--- src/design/sfp_pkg.sv ---
// Purpose: Shared constants and types for the serial flash power and pause control block
// Assumes: Core clock of 10 MHz, serial pins sampled by that clock
// Notes:   Timing counts follow from the time limits and the clock period
package sfp_pkg;

  // ---------------------------------------------------------------
  // Timing
  // ---------------------------------------------------------------
  localparam int CLK_PERIOD_NS          = 100;
  localparam int POWER_DOWN_ENTRY_TIME_US = 3;
  localparam int POWER_DOWN_EXIT_TIME_US  = 3;
  // Longest times round down to whole cycles
  localparam int PD_ENTRY_CYC = (POWER_DOWN_ENTRY_TIME_US * 1000) / CLK_PERIOD_NS;
  localparam int PD_EXIT_CYC  = (POWER_DOWN_EXIT_TIME_US * 1000) / CLK_PERIOD_NS;
  // Settle well inside the limit, leaving room for pin sampling delay
  localparam int TMR_W = 6;
  localparam logic [TMR_W-1:0] PD_ENTRY_SETTLE = TMR_W'(PD_ENTRY_CYC / 2);
  localparam logic [TMR_W-1:0] PD_EXIT_SETTLE  = TMR_W'(PD_EXIT_CYC / 2);

  // ---------------------------------------------------------------
  // Opcodes and reset values
  // ---------------------------------------------------------------
  localparam logic [7:0] OPC_PD_ENTER  = 8'hB9;
  localparam logic [7:0] OPC_PD_RESUME = 8'hAB;
  localparam logic       LATCH_RST     = 1'b0;
  localparam int         SYNC_W        = 5;
  // CS_N, SCK, HOLD_N and WP_N idle high, SI low
  localparam logic [SYNC_W-1:0] PIN_SYNC_RST = 5'h1B;

  typedef enum logic [1:0] {
    PW_NORMAL = 2'h0,
    PW_ENTER  = 2'h1,
    PW_DEEP   = 2'h2,
    PW_EXIT   = 2'h3
  } sfp_pwr_t;

endpackage

--- src/design/sfp_ctrl.sv ---
// Purpose: Standby, deep power-down and pause control for a serial flash front end
// Assumes: CLK far faster than SCK; pins are asynchronous and synchronised here
// Notes:   The memory core sits behind the user-side ports
// Summary of operation
// - Standby whenever chip select is high, no self-timed operation runs and deep power-down is neither entered, held nor left.
// - In deep power-down every command except resume is ignored.
// - Opcode B9h then chip select high enters deep power-down.
// - Bits after the eight opcode bits of both power commands are discarded.
// - Chip select high before a full entry opcode aborts; standby kept.
// - Reset leaves the device in standby, never deep power-down.
// - Entry opcode ignored while a program or erase runs.
// - Opcode ABh then chip select high returns to standby.
// - Incomplete resume opcode aborts; device stays in deep power-down.
// - Pause never suspends a running program or erase.
// - Pause starts with chip select low, pause pin low, clock low.
// - Pause holds while pause pin and chip select stay asserted.
// - While paused output floats; data input and clock ignored.
// - Write-protect input keeps working while paused.
// - Pause ends when pause pin rises, at a clock low phase.
// - Chip select high while paused aborts pause and the operation.
// - Aborted guarded operation from pause abort clears the write enable latch.
// - Deep power-down reached within 3 us after chip select rises.
// - Standby reached within 3 us after chip select rises on resume.
// - Guarded commands rejected while the write enable latch is 0.
`timescale 1ns/10ps
`default_nettype none
module sfp_ctrl (
  input  wire logic        CLK,
  input  wire logic        RST,
  input  wire logic        CS_N,
  input  wire logic        SCK,
  input  wire logic        SI,
  input  wire logic        HOLD_N,
  input  wire logic        WP_N,
  output logic             SO,
  output logic             SO_OE,
  input  wire logic        BUSY,
  input  wire logic        SO_BIT,
  input  wire logic        SO_EN,
  input  wire logic        LATCH_SET,
  input  wire logic        LATCH_CLR,
  input  wire logic        OP_GUARDED,
  output logic [7:0]       OP_CODE,
  output logic             OP_VALID,
  output logic             OP_REJECT,
  output logic [7:0]       RX_BYTE,
  output logic             RX_VALID,
  output logic             FRAME_END,
  output logic             FRAME_ABORT,
  output logic             WRITE_ENABLE_LATCH,
  output logic             WP_ACTIVE,
  output logic             STANDBY,
  output logic             DEEP_PD,
  output logic             PAUSED
);
  import sfp_pkg::*;
  localparam int ENTRY_MAX = PD_ENTRY_CYC;
  localparam int EXIT_MAX  = PD_EXIT_CYC;

  // ---------------------------------------------------------------
  // Pin synchronisation and edge detection
  // ---------------------------------------------------------------
  logic [SYNC_W-1:0] pins_s;
  logic              cs_act;
  logic              sck_s, si_s;
  logic              hold_act;
  logic              cs_act_q, sck_q;
  logic              cs_fall, cs_rise, sck_rise;

  sfp_sync #(
    .W       (SYNC_W),
    .RST_VAL (PIN_SYNC_RST)
  ) u_sync (
    .clk  (CLK),
    .rst  (RST),
    .din  ({CS_N, SCK, SI, HOLD_N, WP_N}),
    .dout (pins_s)
  );

  assign cs_act   = ~pins_s[4];
  assign sck_s    = pins_s[3];
  assign si_s     = pins_s[2];
  assign hold_act = ~pins_s[1];

  always_ff @(posedge CLK or posedge RST)
  begin
    if (RST)
    begin
      cs_act_q <= 1'b0;
      sck_q    <= 1'b1; // Matches synchroniser reset, no false edge
    end
    else
    begin
      cs_act_q <= cs_act;
      sck_q    <= sck_s;
    end
  end

  assign cs_fall  = cs_act & ~cs_act_q;
  assign cs_rise  = ~cs_act & cs_act_q;
  assign sck_rise = sck_s & ~sck_q;

  // Write protect is not gated by pause
  assign WP_ACTIVE = ~pins_s[0];

  // ---------------------------------------------------------------
  // Pause mode
  // ---------------------------------------------------------------
  logic paused_q;

  always_ff @(posedge CLK or posedge RST)
  begin
    if (RST)
      paused_q <= 1'b0;
    else if (!cs_act)
      paused_q <= 1'b0;
    else if (!paused_q && hold_act && !sck_s)
      paused_q <= 1'b1;
    else if (paused_q && !hold_act && !sck_s)
      paused_q <= 1'b0;
  end

  assign PAUSED = paused_q;

  // ---------------------------------------------------------------
  // Bit shifter, MSB first on rising clock
  // ---------------------------------------------------------------
  logic [2:0] bit_cnt_q;
  logic [6:0] shreg_q;
  logic [7:0] byte_q;
  logic       byte_new_q, opc_done_q;
  logic [7:0] opc_q;
  logic       sck_take;

  // Clock edges while paused never reach the shifter
  assign sck_take = sck_rise & cs_act & ~paused_q;

  always_ff @(posedge CLK or posedge RST)
  begin
    if (RST)
    begin
      bit_cnt_q  <= 3'h0;
      shreg_q    <= 7'h00;
      byte_q     <= 8'h00;
      byte_new_q <= 1'b0;
    end
    else
    begin
      byte_new_q <= 1'b0;
      if (cs_fall)
        bit_cnt_q <= 3'h0;
      else if (sck_take)
      begin
        shreg_q   <= {shreg_q[5:0], si_s};
        bit_cnt_q <= bit_cnt_q + 3'h1;
        if (bit_cnt_q == 3'h7)
        begin
          byte_q     <= {shreg_q, si_s};
          byte_new_q <= 1'b1;
        end
      end
    end
  end

  always_ff @(posedge CLK or posedge RST)
  begin
    if (RST)
    begin
      opc_done_q <= 1'b0;
      opc_q      <= 8'h00;
    end
    else if (cs_fall)
      opc_done_q <= 1'b0;
    else if (byte_new_q && !opc_done_q)
    begin
      opc_done_q <= 1'b1;
      opc_q      <= byte_q;
    end
  end

  // Opcode may complete in the same cycle that chip select rise is seen
  logic       opc_full;
  logic [7:0] opc_now;
  logic       is_pwr_cmd;

  assign opc_full   = opc_done_q | byte_new_q;
  assign opc_now    = opc_done_q ? opc_q : byte_q;
  assign is_pwr_cmd = (opc_q == OPC_PD_ENTER) || (opc_q == OPC_PD_RESUME);

  // ---------------------------------------------------------------
  // Power state
  // ---------------------------------------------------------------
  sfp_pwr_t          pw_q;
  logic [TMR_W-1:0]  tmr_q;
  logic              enter_go, exit_go;

  assign enter_go = (pw_q == PW_NORMAL) && cs_rise && !paused_q && opc_full
                    && (opc_now == OPC_PD_ENTER) && !BUSY;
  assign exit_go  = (pw_q == PW_DEEP) && cs_rise && !paused_q && opc_full
                    && (opc_now == OPC_PD_RESUME);

  always_ff @(posedge CLK or posedge RST)
  begin
    if (RST)
    begin
      pw_q  <= PW_NORMAL;
      tmr_q <= '0;
    end
    else
    begin
      case (pw_q)
        PW_NORMAL:
        begin
          tmr_q <= '0;
          if (enter_go)
            pw_q <= PW_ENTER;
        end
        PW_ENTER:
        begin
          tmr_q <= tmr_q + 1'b1;
          if (tmr_q == PD_ENTRY_SETTLE)
            pw_q <= PW_DEEP;
        end
        PW_DEEP:
        begin
          tmr_q <= '0;
          if (exit_go)
            pw_q <= PW_EXIT;
        end
        PW_EXIT:
        begin
          tmr_q <= tmr_q + 1'b1;
          if (tmr_q == PD_EXIT_SETTLE)
            pw_q <= PW_NORMAL;
        end
        default:
          pw_q <= PW_NORMAL;
      endcase
    end
  end

  assign DEEP_PD = (pw_q == PW_DEEP);
  // Self-timed work keeps the part out of standby, pause or not
  assign STANDBY = (pw_q == PW_NORMAL) && !cs_act && !BUSY;

  // ---------------------------------------------------------------
  // Command forwarding to the core
  // ---------------------------------------------------------------
  logic awake, op_new, reject;
  logic frame_dead_q, guard_live_q;

  assign awake  = (pw_q == PW_NORMAL);
  assign op_new = byte_new_q & ~opc_done_q & awake;
  assign reject = op_new & OP_GUARDED & ~WRITE_ENABLE_LATCH;

  assign OP_CODE   = byte_q;
  assign OP_VALID  = op_new & ~reject;
  assign OP_REJECT = reject;
  assign RX_BYTE   = byte_q;
  // Trailing bytes of the power commands go nowhere
  assign RX_VALID  = byte_new_q & opc_done_q & awake & ~is_pwr_cmd & ~frame_dead_q;

  always_ff @(posedge CLK or posedge RST)
  begin
    if (RST)
    begin
      frame_dead_q <= 1'b0;
      guard_live_q <= 1'b0;
    end
    else if (cs_fall)
    begin
      frame_dead_q <= 1'b0;
      guard_live_q <= 1'b0;
    end
    else if (op_new)
    begin
      frame_dead_q <= reject;
      guard_live_q <= OP_GUARDED & ~reject;
    end
  end

  always_ff @(posedge CLK or posedge RST)
  begin
    if (RST)
    begin
      FRAME_END   <= 1'b0;
      FRAME_ABORT <= 1'b0;
    end
    else
    begin
      FRAME_END   <= cs_rise & ~paused_q & awake;
      FRAME_ABORT <= cs_rise & paused_q & awake;
    end
  end

  // ---------------------------------------------------------------
  // Write enable latch
  // ---------------------------------------------------------------
  logic latch_q, latch_abort;

  // Only a fully received guarded opcode clears the latch on abort
  assign latch_abort = cs_rise & paused_q & guard_live_q;

  always_ff @(posedge CLK or posedge RST)
  begin
    if (RST)
      latch_q <= LATCH_RST;
    else if (LATCH_SET)
      latch_q <= 1'b1;
    else if (LATCH_CLR || latch_abort)
      latch_q <= 1'b0;
  end

  assign WRITE_ENABLE_LATCH = latch_q;

  // ---------------------------------------------------------------
  // Serial output
  // ---------------------------------------------------------------
  always_ff @(posedge CLK or posedge RST)
  begin
    if (RST)
    begin
      SO    <= 1'b0;
      SO_OE <= 1'b0;
    end
    else
    begin
      SO    <= SO_BIT;
      SO_OE <= SO_EN & cs_act & ~paused_q & awake;
    end
  end

  // ---------------------------------------------------------------
  // Checks
  // ---------------------------------------------------------------
  a_deep_ignores: assert property (@(posedge CLK) disable iff (RST)
    (pw_q != PW_NORMAL) |-> !OP_VALID && !RX_VALID)
    else $error("command passed while powered down");
  a_entry_bound: assert property (@(posedge CLK) disable iff (RST)
    enter_go |-> ##[1:ENTRY_MAX] (pw_q == PW_DEEP))
    else $error("deep power-down not reached in time");
  a_short_entry: assert property (@(posedge CLK) disable iff (RST)
    ((pw_q == PW_NORMAL) && cs_rise && !opc_full) |=> (pw_q == PW_NORMAL))
    else $error("incomplete entry opcode left standby");
  a_busy_blocks: assert property (@(posedge CLK) disable iff (RST)
    ((pw_q == PW_NORMAL) && BUSY) |=> (pw_q != PW_ENTER))
    else $error("entry taken during self-timed operation");
  a_exit_bound: assert property (@(posedge CLK) disable iff (RST)
    exit_go |-> ##[1:EXIT_MAX] (pw_q == PW_NORMAL))
    else $error("standby not reached in time");
  a_resume_abort: assert property (@(posedge CLK) disable iff (RST)
    ((pw_q == PW_DEEP) && cs_rise && !opc_full) |=> (pw_q == PW_DEEP))
    else $error("incomplete resume left deep power-down");
  a_pause_float: assert property (@(posedge CLK) disable iff (RST)
    paused_q |=> !SO_OE)
    else $error("output driven while paused");
  a_pause_start: assert property (@(posedge CLK) disable iff (RST)
    (cs_act && hold_act && !sck_s && !paused_q) |=> paused_q)
    else $error("pause not entered in low phase");
  a_abort_latch: assert property (@(posedge CLK) disable iff (RST)
    (latch_abort && !LATCH_SET) |=> !latch_q)
    else $error("latch kept after pause abort");
  a_guard_reject: assert property (@(posedge CLK) disable iff (RST)
    (op_new && OP_GUARDED && !latch_q) |-> OP_REJECT && !OP_VALID)
    else $error("guarded opcode accepted without latch");

endmodule
`default_nettype wire

--- src/design/sfp_sync.sv ---
// Purpose: Two-stage synchroniser for a group of independent pin levels
// Assumes: Each bit is an unrelated level; no bus coherency needed
// Notes:   Stage one feeds only stage two
`timescale 1ns/10ps
`default_nettype none
module sfp_sync #(
  parameter int               W       = 1,
  parameter logic [W-1:0]     RST_VAL = '0
) (
  input  wire logic           clk,
  input  wire logic           rst,
  input  wire logic [W-1:0]   din,
  output logic      [W-1:0]   dout
);

  genvar i;
  generate
    for (i = 0; i < W; i++)
    begin : g_bit
      logic meta_q;
      logic sync_q;
      always_ff @(posedge clk or posedge rst)
      begin
        if (rst)
        begin
          meta_q <= RST_VAL[i];
          sync_q <= RST_VAL[i];
        end
        else
        begin
          meta_q <= din[i];
          sync_q <= meta_q;
        end
      end
      assign dout[i] = sync_q;
    end
  endgenerate

endmodule
`default_nettype wire

--- config.mk ---
export PLATFORM = sky130hd
export DESIGN_NAME = sfp_ctrl
export DESIGN_NICKNAME = d
export VERILOG_FILES = /design/src/design/sfp_pkg.sv /design/src/design/sfp_ctrl.sv /design/src/design/sfp_sync.sv
export SDC_FILE = /design/constraint.sdc
export NUM_CORES = 1
export LEC_CHECK = 0
export BUFFER_PORTS_ARGS = -buffer_cell sky130_fd_sc_hd__buf_4
export CORE_MARGIN = 1
export CORE_UTILIZATION = 40
export DETAILED_ROUTE_END_ITERATION = 16
export HOLD_SLACK_MARGIN = 0.08
export PLACE_DENSITY_LB_ADDON = 0.2
export SYNTH_ARGS = -nofsm -noshare
export SYNTH_HDL_FRONTEND = slang
export SYNTH_SLANG_ARGS = --single-unit
--- constraint.sdc ---
create_clock -name CLK -period 2.9 [get_ports CLK]
set_input_delay 0.58 -clock CLK [delete_from_list [all_inputs] [get_ports CLK]]
set_output_delay 0.58 -clock CLK [all_outputs]
set_load 0.005 [all_outputs]
==> results of run 1 <==
## synthesized netlist by cell type, types with 2 or more instances
master     n  area, sq um
o21ai_0    5         25.0
inv_1     10         37.5
dfrtp_1   47         1180
mux2_2    14          158
buf_4     10         75.1
a21oi_1    3         15.0
nor2_1    19         71.3
nor3b_1    5         37.5
dfstp_2    9          236
nand4b_1   3         26.3
a22o_2     2         20.0
xor2_1     4         35.0
nand2_1   27          101
nand3_1    4         20.0
ha_1       7         87.6
## cells in the final DEF, fill, tap and decap left out, types with 4 or more instances in the layout
cell / instances
nand2_1: 27
ha_1: 7
o21ai_0: 5
nor3b_1: 5
inv_1: 9
dfstp_2: 9
mux2_2: 14
nand3_1: 4
buf_4: 42
xor2_1: 4
clkbuf_8: 5
nor2_1: 19
dfrtp_1: 47
## sequential cells by signal (all words and copies together), names as in the netlist, 2 cells and up
name	count
OP_CODE	8
opc_q	8
shreg_q	7
tmr_q	6
u_sync.g_bit.meta_q	5
u_sync.g_bit.sync_q	5
bit_cnt_q	3
pw_q	2
## worst reg2reg max path: stages (launching register included)
cell,delay [ns]
dfstp_2,0.63
nand2_1,0.12
nor4_2,0.26
a311oi_1,0.11
a2111oi_4,0.35
mux2_1,0.36
## power by group through the flow
| stage | Combinational (mW) | Clock (mW) | Sequential (mW) |
|---|---|---|---|
| after floorplan | 0.0411 | 0 | 0.845 |
| after global placement | 0.0717 | 0 | 0.850 |
| after detailed placement | 0.0738 | 0 | 0.852 |
| after CTS | 0.0740 | 0.479 | 0.837 |
| after global routing | 0.0807 | 0.507 | 0.841 |
| final | 0.0715 | 0.461 | 0.836 |
## cells by family (layout without fill, tap and decap cells)
logic type / count (synthesis) / in the layout / share of synthesized area [%]
DFF: 56 / 56 / 59.8
and+or+nand+nor: 71 / 71 / 16.7
AOI/OAI and AO/OA: 17 / 17 / 5.83
muxes: 15 / 15 / 7.15
xor gates and xnor gates: 5 / 5 / 1.85
buffers and inverters: 21 / 60 / 4.93
adders and majority gates: 7 / 7 / 3.71
## layer usage
metal	wire length, um	vias up	GRT usage, %	part of all wire (%)
met5	0	-	0	0
met4	47	0	5.45	1.1
met3	108	7	2.87	2.6
met2	2000	19	23.8	48
met1	2020	741	20.3	48
li1	-	718	-	-
## path summary, 6_finish.rpt
kind	from	to	slack (ns)	cells after the start
hold reg to reg	u_sync.g_bit[2].meta_q$_DFF_PP0_	u_sync.g_bit[2].sync_q$_DFF_PP0_	0.36	0
min in group CLK	u_sync.g_bit[2].meta_q$_DFF_PP0_	u_sync.g_bit[2].sync_q$_DFF_PP0_	0.36	0
max in group asynchronous	RST	sck_q$_DFF_PP1_	2.11	3
setup reg to reg	u_sync.g_bit[4].sync_q$_DFF_PP1_	pw_q[1]$_DFFE_PP0P_	0.96	5
setup / recovery	pw_q[0]$_DFFE_PP0P_	OP_VALID	0.38	6
hold / removal	RST	u_sync.g_bit[4].meta_q$_DFF_PP1_	0.36	2
## through the flow
step | util (%) | cells
detailed placement | 47.9 | 295
CTS | 49.8 | 303
floorplan | - | 192
global route | 49.8 | 303
global placement | 47.9 | 295
finish | 49.8 | 303
## cell type report
| cell class | instances | area (sq um) |
|---|---|---|
| multi-input combinational | 115 | 833 |
| clock inverter | 1 | 5.00 |
| clock buffer | 7 | 97.6 |
| sequential | 56 | 1410 |
| timing repair buffer | 42 | 315 |
| inverter | 10 | 37.5 |
| tap | 72 | 90.1 |
| fill | 520 | 2820 |
==> impl_metrics.py, run 1 <==
metrics = {
    "run_status": {
        "outcome": "completed",
    },
    "power_and_ir_drop": {
        "p_leak_nw": 1.40,
        "seq_power_share_pct": 61.1,
        "switching_share_pct": 21.8,
        "p_per_area_mw_per_mm2": 490,
        "combPwrFrac_pct": 5.2,
        "power.total_mw": 1.37,
        "peakVddDrop_mv": 0.275,
        "p_switching_mw": 0.299,
        "intPower_mw": 1.07,
        "p_clk_share_pct": 33.7,
    },
    "sta": {
        "hold_viol": 0,
        "tightestPinTransition_ns": 0.657,
        "worst_slack_ns": 0.385,
        "fin_crit_sh_pct": 86.7,
        "worst_slew_margin_rel_pct": 56.0,
        "final.min_clock_period_ns": 2.52,
        "timing.fmax_ghz": 0.398,
        "rsz0062_at_grt": "false",
        "worst_hold_slack_ns": 0.358,
        "setup_tns_ns": 0,
        "final.setup_skew_ns": 0.00675,
        "setup_viol": 0,
        "final_max_slew_viol_count": 0,
    },
    "setup_path": {
        "worstSetupPathType": "flop to primary output",
        "slowest_delay_ns": 0.43,
        "slowest_stage": "dfrtp_1",
        "worst_setup_path_end_kind": "primary output",
        "path_cells": "inv_1, ha_1, nand3b_1, nor3b_1, nor2_1, buf_4",
        "path_delay_family": "simple AND/OR/NAND/NOR gates",
        "path_buf_inv": 2,
        "critPathRequiredTime_ns": 2.32,
        "arrival_ns": 1.94,
        "crit_path_max_fanout": 9,
        "cp-start-kind": "flop",
    },
    "clock_network": {
        "cts_buffers": 5,
        "cts_tree": "done",
        "cts_hold_buf": 0,
        "ctsResizeCount": 0,
        "clock-sinks": 56,
        "post_cts_buffers": 0,
        "htree_levels": 2,
        "worstSkewPairLatency_ns": 0.30,
        "clock-root-buffer": "clkbuf_8",
        "path_clk_slew_ns": 0.09,
        "clockBufferDepth": 2,
    },
    "placed_design": {
        "place_congestion": 0.674,
        "port_buffers": 40,
        "placed_cell_area_sq_mm": 0.00269,
        "dpl_worst_slack_ns": 0.704,
        "dpl.hpwl_um": 3070,
    },
    "global_route": {
        "grt_pass1_vias": 1460,
        "antenna_found_initial": 0,
        "grtUsageTotal_pct": 15.0,
        "grt_start_max_net_pins": 31,
        "grt_overflow": 0,
        "grt_pass1_wl_um": 7130,
    },
    "route": {
        "drc": 0,
        "vias": 1485,
        "routed_wl_um": 4180,
        "ant_nets": 0,
        "vias_per_cell": 4.90,
        "firstDrtPassIters": 4,
        "dr.first_iter.drc_count": 77,
        "post_drt_wl_per_cell_um": 13.8,
    },
    "hold_path": {
        "hold_class": "primary input to async pin",
    },
    "die": {
        "io_pins": 41,
        "fp.dieH_um": 78.9,
        "rows": 27,
        "dieArea_sq_mm": 0.00622,
        "core_sq_mm": 0.00561,
        "die_width_um": 78.9,
        "initial_utilization_pct": 42.1,
    },
    "synth": {
        "syn_inst": 192,
        "ys_async_sr_fraction_pct": 100,
        "yosys_warnings": 0,
        "synth_flop_cell": "dfrtp_1",
        "syn_area_per_cell_sq_um": 12.3,
        "syn_nets": 212,
        "yosysUniqueCellTypes": 38,
        "seq_area_frac_synth_pct": 59.8,
        "syn-cell-area_sq_mm": 0.00236,
        "synth-edff-count": 0,
        "yosys_register_bits": 56,
    },
    "finish": {
        "diodes": 0,
        "nets": 250,
        "area_growth_pct": 18.2,
        "drive_gt1_share_pct": 36.4,
        "fin_area_sq_mm": 0.00279,
    },
    "job": {
        "maxCapViolCount": 0,
    },
}
(Power assumes the default switching activity.)
==> run 2, diff against run 1 <==
Settings changed: CORE_MARGIN 1 to 4.
Clock period 2.9 ns to 2.64 ns, I/O delays scaled along.
==> impl_metrics.py, run 2 (synthesis results as in run 1) <==
metrics = {
    "clock_network": {
        "post_cts_buffers": 0,
        "cts_buffers": 5,
        "worstSkewPairLatency_ns": 0.31,
        "htree_levels": 2,
        "clockBufferDepth": 2,
        "clock-root-buffer": "clkbuf_8",
        "path_clk_slew_ns": 0.10,
        "cts_tree": "done",
        "clock-sinks": 56,
    },
    "route": {
        "routed_wl_um": 4250,
        "dr.first_iter.drc_count": 70,
        "drc": 0,
        "post_drt_wl_per_cell_um": 14.0,
        "firstDrtPassIters": 4,
        "ant_nets": 0,
        "vias_per_cell": 4.81,
        "vias": 1457,
    },
    "sta": {
        "final.min_clock_period_ns": 2.39,
        "setup_viol": 0,
        "timing.fmax_ghz": 0.418,
        "tightestPinTransition_ns": 0.621,
        "fin_crit_sh_pct": 90.5,
        "hold_viol": 0,
        "worst_hold_slack_ns": 0.295,
        "final.setup_skew_ns": 0.00937,
        "rsz0062_at_grt": "false",
        "final_max_slew_viol_count": 0,
        "worst_slew_margin_rel_pct": 58.4,
        "setup_tns_ns": 0,
    },
    "global_route": {
        "grt_pass1_wl_um": 7100,
        "grtUsageTotal_pct": 12.6,
        "antenna_found_initial": 0,
        "grt_start_max_net_pins": 30,
        "grt_overflow": 0,
        "grt_pass1_vias": 1435,
    },
    "die": {
        "die_width_um": 84.9,
        "core_sq_mm": 0.00561,
        "io_pins": 41,
        "initial_utilization_pct": 42.1,
        "dieArea_sq_mm": 0.00720,
        "fp.dieH_um": 84.9,
        "rows": 27,
    },
    "finish": {
        "diodes": 0,
        "nets": 250,
        "layout_commonest_cell": "dfrtp_1",
        "drive_gt1_share_pct": 36.8,
        "final_cell_mix": "47 x dfrtp_1, 41 x buf_4, 27 x nand2_1",
        "area_growth_pct": 18.5,
    },
    "setup_path": {
        "cp-start-kind": "flop",
        "arrival_ns": 1.86,
        "worst_setup_path_end_kind": "primary output",
        "worstSetupPathType": "flop to primary output",
        "r2r_cells": 5,
        "crit_path_max_fanout": 9,
        "critPathRequiredTime_ns": 2.11,
    },
    "placed_design": {
        "dpl.hpwl_um": 3140,
        "port_buffers": 40,
        "place_congestion": 0.724,
    },
    "job": {
        "maxCapViolCount": 0,
    },
    "run_status": {
        "outcome": "completed",
    },
    "power_and_ir_drop": {
        "peakVddDrop_mv": 0.273,
        "p_leak_nw": 1.40,
        "p_per_area_mw_per_mm2": 526,
    },
    "hold_path": {
        "hold_class": "primary input to async pin",
    },
}
run 2: cell types whose count changed in the layout (fill, tap and decap cells not counted):
cell / before / now
nor3b_2: 1 / 2
clkinvlp_4: 0 / 1
nor3b_1: 5 / 4
clkbuf_16: 1 / 0
clkbuf_8: 5 / 6
buf_4: 42 / 41
clkinv_2: 1 / 0
buf_12: 0 / 1
run 2: what timing repair did:
| item | in CTS | in global routing |
|---|---|---|
| endpoints found under the hold margin | 0 | 0 |
| endpoints found under the setup margin | 0 | 1 |
| hold buffers | 0 | 0 |
| gates resized for setup | 0 | 1 |
run 2: metrics by stage:
| stage | setup WS [ns] | util (%) | cells | total power [mW] | instance area [sq um] |
|---|---|---|---|---|---|
| 2_1_floorplan | 0.673 | - | 192 | 0.973 | 2360 |
| 3_3_place_gp | 0.565 | 48.2 | 295 | 1.02 | 2700 |
| 3_5_place_dp | 0.505 | 48.2 | 295 | 1.02 | 2700 |
| 4_1_cts | 0.136 | 49.8 | 303 | 1.50 | 2800 |
| 5_1_grt | 0.0699 | 49.9 | 303 | 1.55 | 2800 |
| 6_report | 0.250 | 49.9 | 303 | 1.47 | 2800 |
run 2: critical path: stages (launching register included):
cell and delay (ns):
dfrtp_1 0.42, inv_1 0.11, ha_1 0.34, nand3b_1 0.22, nor3b_2 0.26, nor2_1 0.06, buf_4 0.13
run 2: layout make-up:
| type | count | area, sq um |
|---|---|---|
| fill | 524 | 2810 |
| multi-input combinational | 115 | 838 |
| sequential | 56 | 1410 |
| clock buffer | 7 | 86.3 |
| tap | 72 | 90.1 |
| timing repair buffer | 42 | 328 |
| clock inverter | 1 | 7.51 |
| inverter | 10 | 37.5 |
run 2: per-layer routing:
metal	vias up	track usage (%)	part of all wire, %
li1	722	-	-
met5	-	0	0
met4	0	5.18	1.4
met3	6	3.69	4.0
met2	22	18.9	48
met1	707	17.2	46
run 2: power breakdown:
| group | internal [mW] | switching (mW) | leakage (nW) |
|---|---|---|---|
| Combinational | 0.0385 | 0.0414 | 0.625 |
| Clock | 0.214 | 0.261 | 0.0445 |
| Sequential | 0.894 | 0.0246 | 0.732 |
| Total | 1.15 | 0.328 | 1.40 |
run 2: worst paths after layout:
check                                                       from                          endpoint  slack, ns
worst min register to register  u_sync.g_bit[1].meta_q$_DFF_PP1_  u_sync.g_bit[1].sync_q$_DFF_PP1_       0.36
worst min-delay path                                         RST          bit_cnt_q[1]$_DFFE_PP0P_       0.29
worst max register to register  u_sync.g_bit[4].sync_q$_DFF_PP1_               pw_q[1]$_DFFE_PP0P_       0.74
min in group CLK                                          HOLD_N  u_sync.g_bit[1].meta_q$_DFF_PP1_       0.32
worst max-delay path                         pw_q[0]$_DFFE_PP0P_                          OP_VALID       0.25
max in group asynchronous                                    RST                   sck_q$_DFF_PP1_       1.72
==> run 3, diff against run 2 <==
Settings changed: ABC_AREA set to 1, SLEW_MARGIN set to 15.
==> impl_metrics.py, run 3 <==
metrics = {
    "finish": {
        "final_core_util_pct": 47.8,
        "multiInputGateArea_sq_um": 902,
        "regArea_sq_mm": 0.00141,
        "n_fill_cell": 615,
        "diodes": 0,
        "drive_gt1_share_pct": 27.1,
        "layout_commonest_cell": "nand2_1",
        "nets": 336,
        "final_cell_mix": "68 x nand2_1, 47 x dfrtp_1, 40 x buf_4",
        "area_growth_pct": 16.1,
    },
    "clock_network": {
        "htree_levels": 2,
        "cts_buffers": 5,
        "post_cts_buffers": 0,
        "clock-root-buffer": "clkbuf_8",
        "path_clk_slew_ns": 0.10,
        "cts_hold_buf": 0,
        "clockBufferDepth": 2,
        "clock-sinks": 56,
        "ctsResizeCount": 0,
        "worstSkewPairLatency_ns": 0.30,
        "cts_tree": "done",
    },
    "job": {
        "maxCapViolCount": 0,
    },
    "placed_design": {
        "dpl_worst_slack_ns": 0.677,
        "port_buffers": 40,
        "place_congestion": 0.804,
        "dpl.hpwl_um": 3550,
    },
    "synth": {
        "yosys-top-cells-area": "dfrtp_1 45%, nand2_1 9.8%, dfstp_2 9.1%",
        "seq_area_frac_synth_pct": 54.3,
        "synth_most_common_cell": "nand2_1",
        "synth_common_cells": "68 x nand2_1, 47 x dfrtp_1, 39 x inv_1",
        "syn_inst": 281,
        "yosys.area.top_type": "dfrtp_1",
        "synth-edff-count": 0,
        "ys_async_sr_fraction_pct": 100,
        "yosys_register_bits": 56,
        "yosys_warnings": 0,
        "syn_area_per_cell_sq_um": 9.25,
        "synth_top_area_share_pct": 45.2,
        "syn_nets": 301,
        "synth_flop_cell": "dfrtp_1",
        "yosysUniqueCellTypes": 30,
        "syn-cell-area_sq_mm": 0.00260,
    },
    "sta": {
        "setup_viol": 0,
        "worst_slew_margin_rel_pct": 75.2,
        "final_max_slew_viol_count": 0,
        "worst_slack_ns": 0.354,
        "hold_viol": 0,
        "tightestPinTransition_ns": 0.371,
        "final.setup_skew_ns": 0.00599,
        "rsz0062_at_grt": "false",
        "timing.fmax_ghz": 0.437,
        "fin_crit_sh_pct": 86.6,
        "final.min_clock_period_ns": 2.29,
        "setup_tns_ns": 0,
    },
    "setup_path": {
        "worst_setup_path_end_kind": "primary output",
        "cp-start-kind": "flop",
        "worstSetupPathType": "flop to primary output",
        "crit_path_max_fanout": 5,
        "setup.worst_path.start": "pw_q[0]$_DFFE_PP0P_",
        "r2r_cells": 8,
        "r2r_start": "u_sync.g_bit[3].sync_q$_DFF_PP1_",
        "arrival_ns": 1.76,
        "critPathRequiredTime_ns": 2.11,
    },
    "global_route": {
        "grt_pass1_vias": 1827,
        "grtUsageTotal_pct": 13.4,
        "antenna_found_initial": 0,
        "grt_overflow": 0,
        "grt_pass1_wl_um": 8280,
        "grt_start_max_net_pins": 57,
    },
    "power_and_ir_drop": {
        "intPower_mw": 1.25,
        "switching_share_pct": 22.0,
        "p_clk_share_pct": 36.4,
        "p_leak_nw": 1.51,
        "combPwrFrac_pct": 6.1,
        "p_per_area_mw_per_mm2": 531,
        "p_switching_mw": 0.353,
        "peakVddDrop_mv": 0.282,
        "seq_power_share_pct": 57.5,
    },
    "route": {
        "vias": 1822,
        "ant_nets": 0,
        "post_drt_wl_per_cell_um": 12.1,
        "dr.first_iter.drc_count": 50,
        "vias_per_cell": 4.62,
        "drc": 0,
        "firstDrtPassIters": 4,
        "routed_wl_um": 4750,
    },
    "die": {
        "initial_utilization_pct": 41.2,
        "fp.dieH_um": 88.6,
        "io_pins": 41,
        "dieArea_sq_mm": 0.00785,
        "core_sq_mm": 0.00631,
        "rows": 29,
        "die_width_um": 88.6,
    },
    "run_status": {
        "outcome": "completed",
    },
    "hold_path": {
        "hold_class": "primary input to async pin",
    },
}
-- run 3: cell count changes in the layout (fill, tap and decap cells not counted), moves of 4 or more --
cell,change
xor2_1,-4
nor2_1,-5
o21ai_2,+6
o21ai_0,+8
o21ai_1,+7
nor3b_1,-4
nand3_1,+13
mux2_2,-14
nor2_2,+5
inv_1,+29
nor3_1,+5
nand2_1,+41
-- run 3: worst paths after layout --
| path | end | slack, ns |
|---|---|---|
| min | PAUSED$_DFFE_PP0P_ | 0.26 |
| max in group asynchronous | u_sync.g_bit[0].sync_q$_DFF_PP1_ | 2.08 |
| max reg2reg | OP_CODE[7]$_DFFE_PP0P_ | 0.91 |
| min in group CLK | u_sync.g_bit[1].meta_q$_DFF_PP1_ | 0.32 |
| min reg2reg | u_sync.g_bit[1].sync_q$_DFF_PP1_ | 0.36 |
| max | OP_VALID | 0.35 |
-- run 3: area by class of cell --
cell class | count | share of cell area [%]
clock inverters | 2 | 1.28
flip-flops and latches | 56 | 46.8
clock buffers | 6 | 2.74
repair buffers | 41 | 10.6
inverters | 43 | 5.51
well taps | 77 | 3.19
multi-input cells | 169 | 29.9
-- run 3: cells by family (layout without fill, tap and decap cells) --
family | Yosys count | count (layout) | share of synthesized area [%]
and+or+nand+nor | 123 | 123 | 21.7
DFF | 56 | 56 | 54.3
buffers and inverters | 56 | 92 | 11.0
AOI/OAI and AO/OA | 36 | 36 | 8.13
adders and majority gates | 7 | 7 | 3.37
muxes | 2 | 2 | 1.16
xor gates and xnor gates | 1 | 1 | 0.337
-- run 3: metal layers --
layer  wire length, um  vias to the layer above  part of all wire (%)  GRT usage [%]
met2              2410                       12                    51           22.7
met4                31                        0                  0.65           3.71
li1                  -                      945                     -              -
met3               123                        2                   2.6           2.98
met1              2180                      863                    46           17.2
met5                 0                        -                     0              0
-- run 3: metrics by stage --
| stage | cell area, sq um | hold slack, ns | cells | total power, mW |
|---|---|---|---|---|
| floorplan | 2600 | 0.331 | 281 | 0.991 |
| global placement | 2900 | 0.336 | 386 | 1.04 |
| detailed placement | 2900 | 0.343 | 386 | 1.04 |
| CTS | 3020 | 0.275 | 394 | 1.63 |
| global route | 3020 | 0.276 | 394 | 1.68 |
| finish | 3020 | 0.262 | 394 | 1.60 |
-- run 3: power groups by stage --
| stage | clock, mW | combinational (mW) | sequential, mW |
|---|---|---|---|
| after floorplan | 0 | 0.0569 | 0.934 |
| after global placement | 0 | 0.0996 | 0.937 |
| after detailed placement | 0 | 0.100 | 0.939 |
| after CTS | 0.602 | 0.101 | 0.922 |
| after global routing | 0.637 | 0.116 | 0.927 |
| final | 0.584 | 0.0973 | 0.922 |
-- run 3: critical path: stages (launching register included) --
cell and delay (ns):
dfrtp_1 0.42, inv_1 0.11, ha_1 0.25, inv_1 0.13, nor2_2 0.14, nand2_1 0.09
nor2_2 0.12, nor2_1 0.05, buf_4 0.13
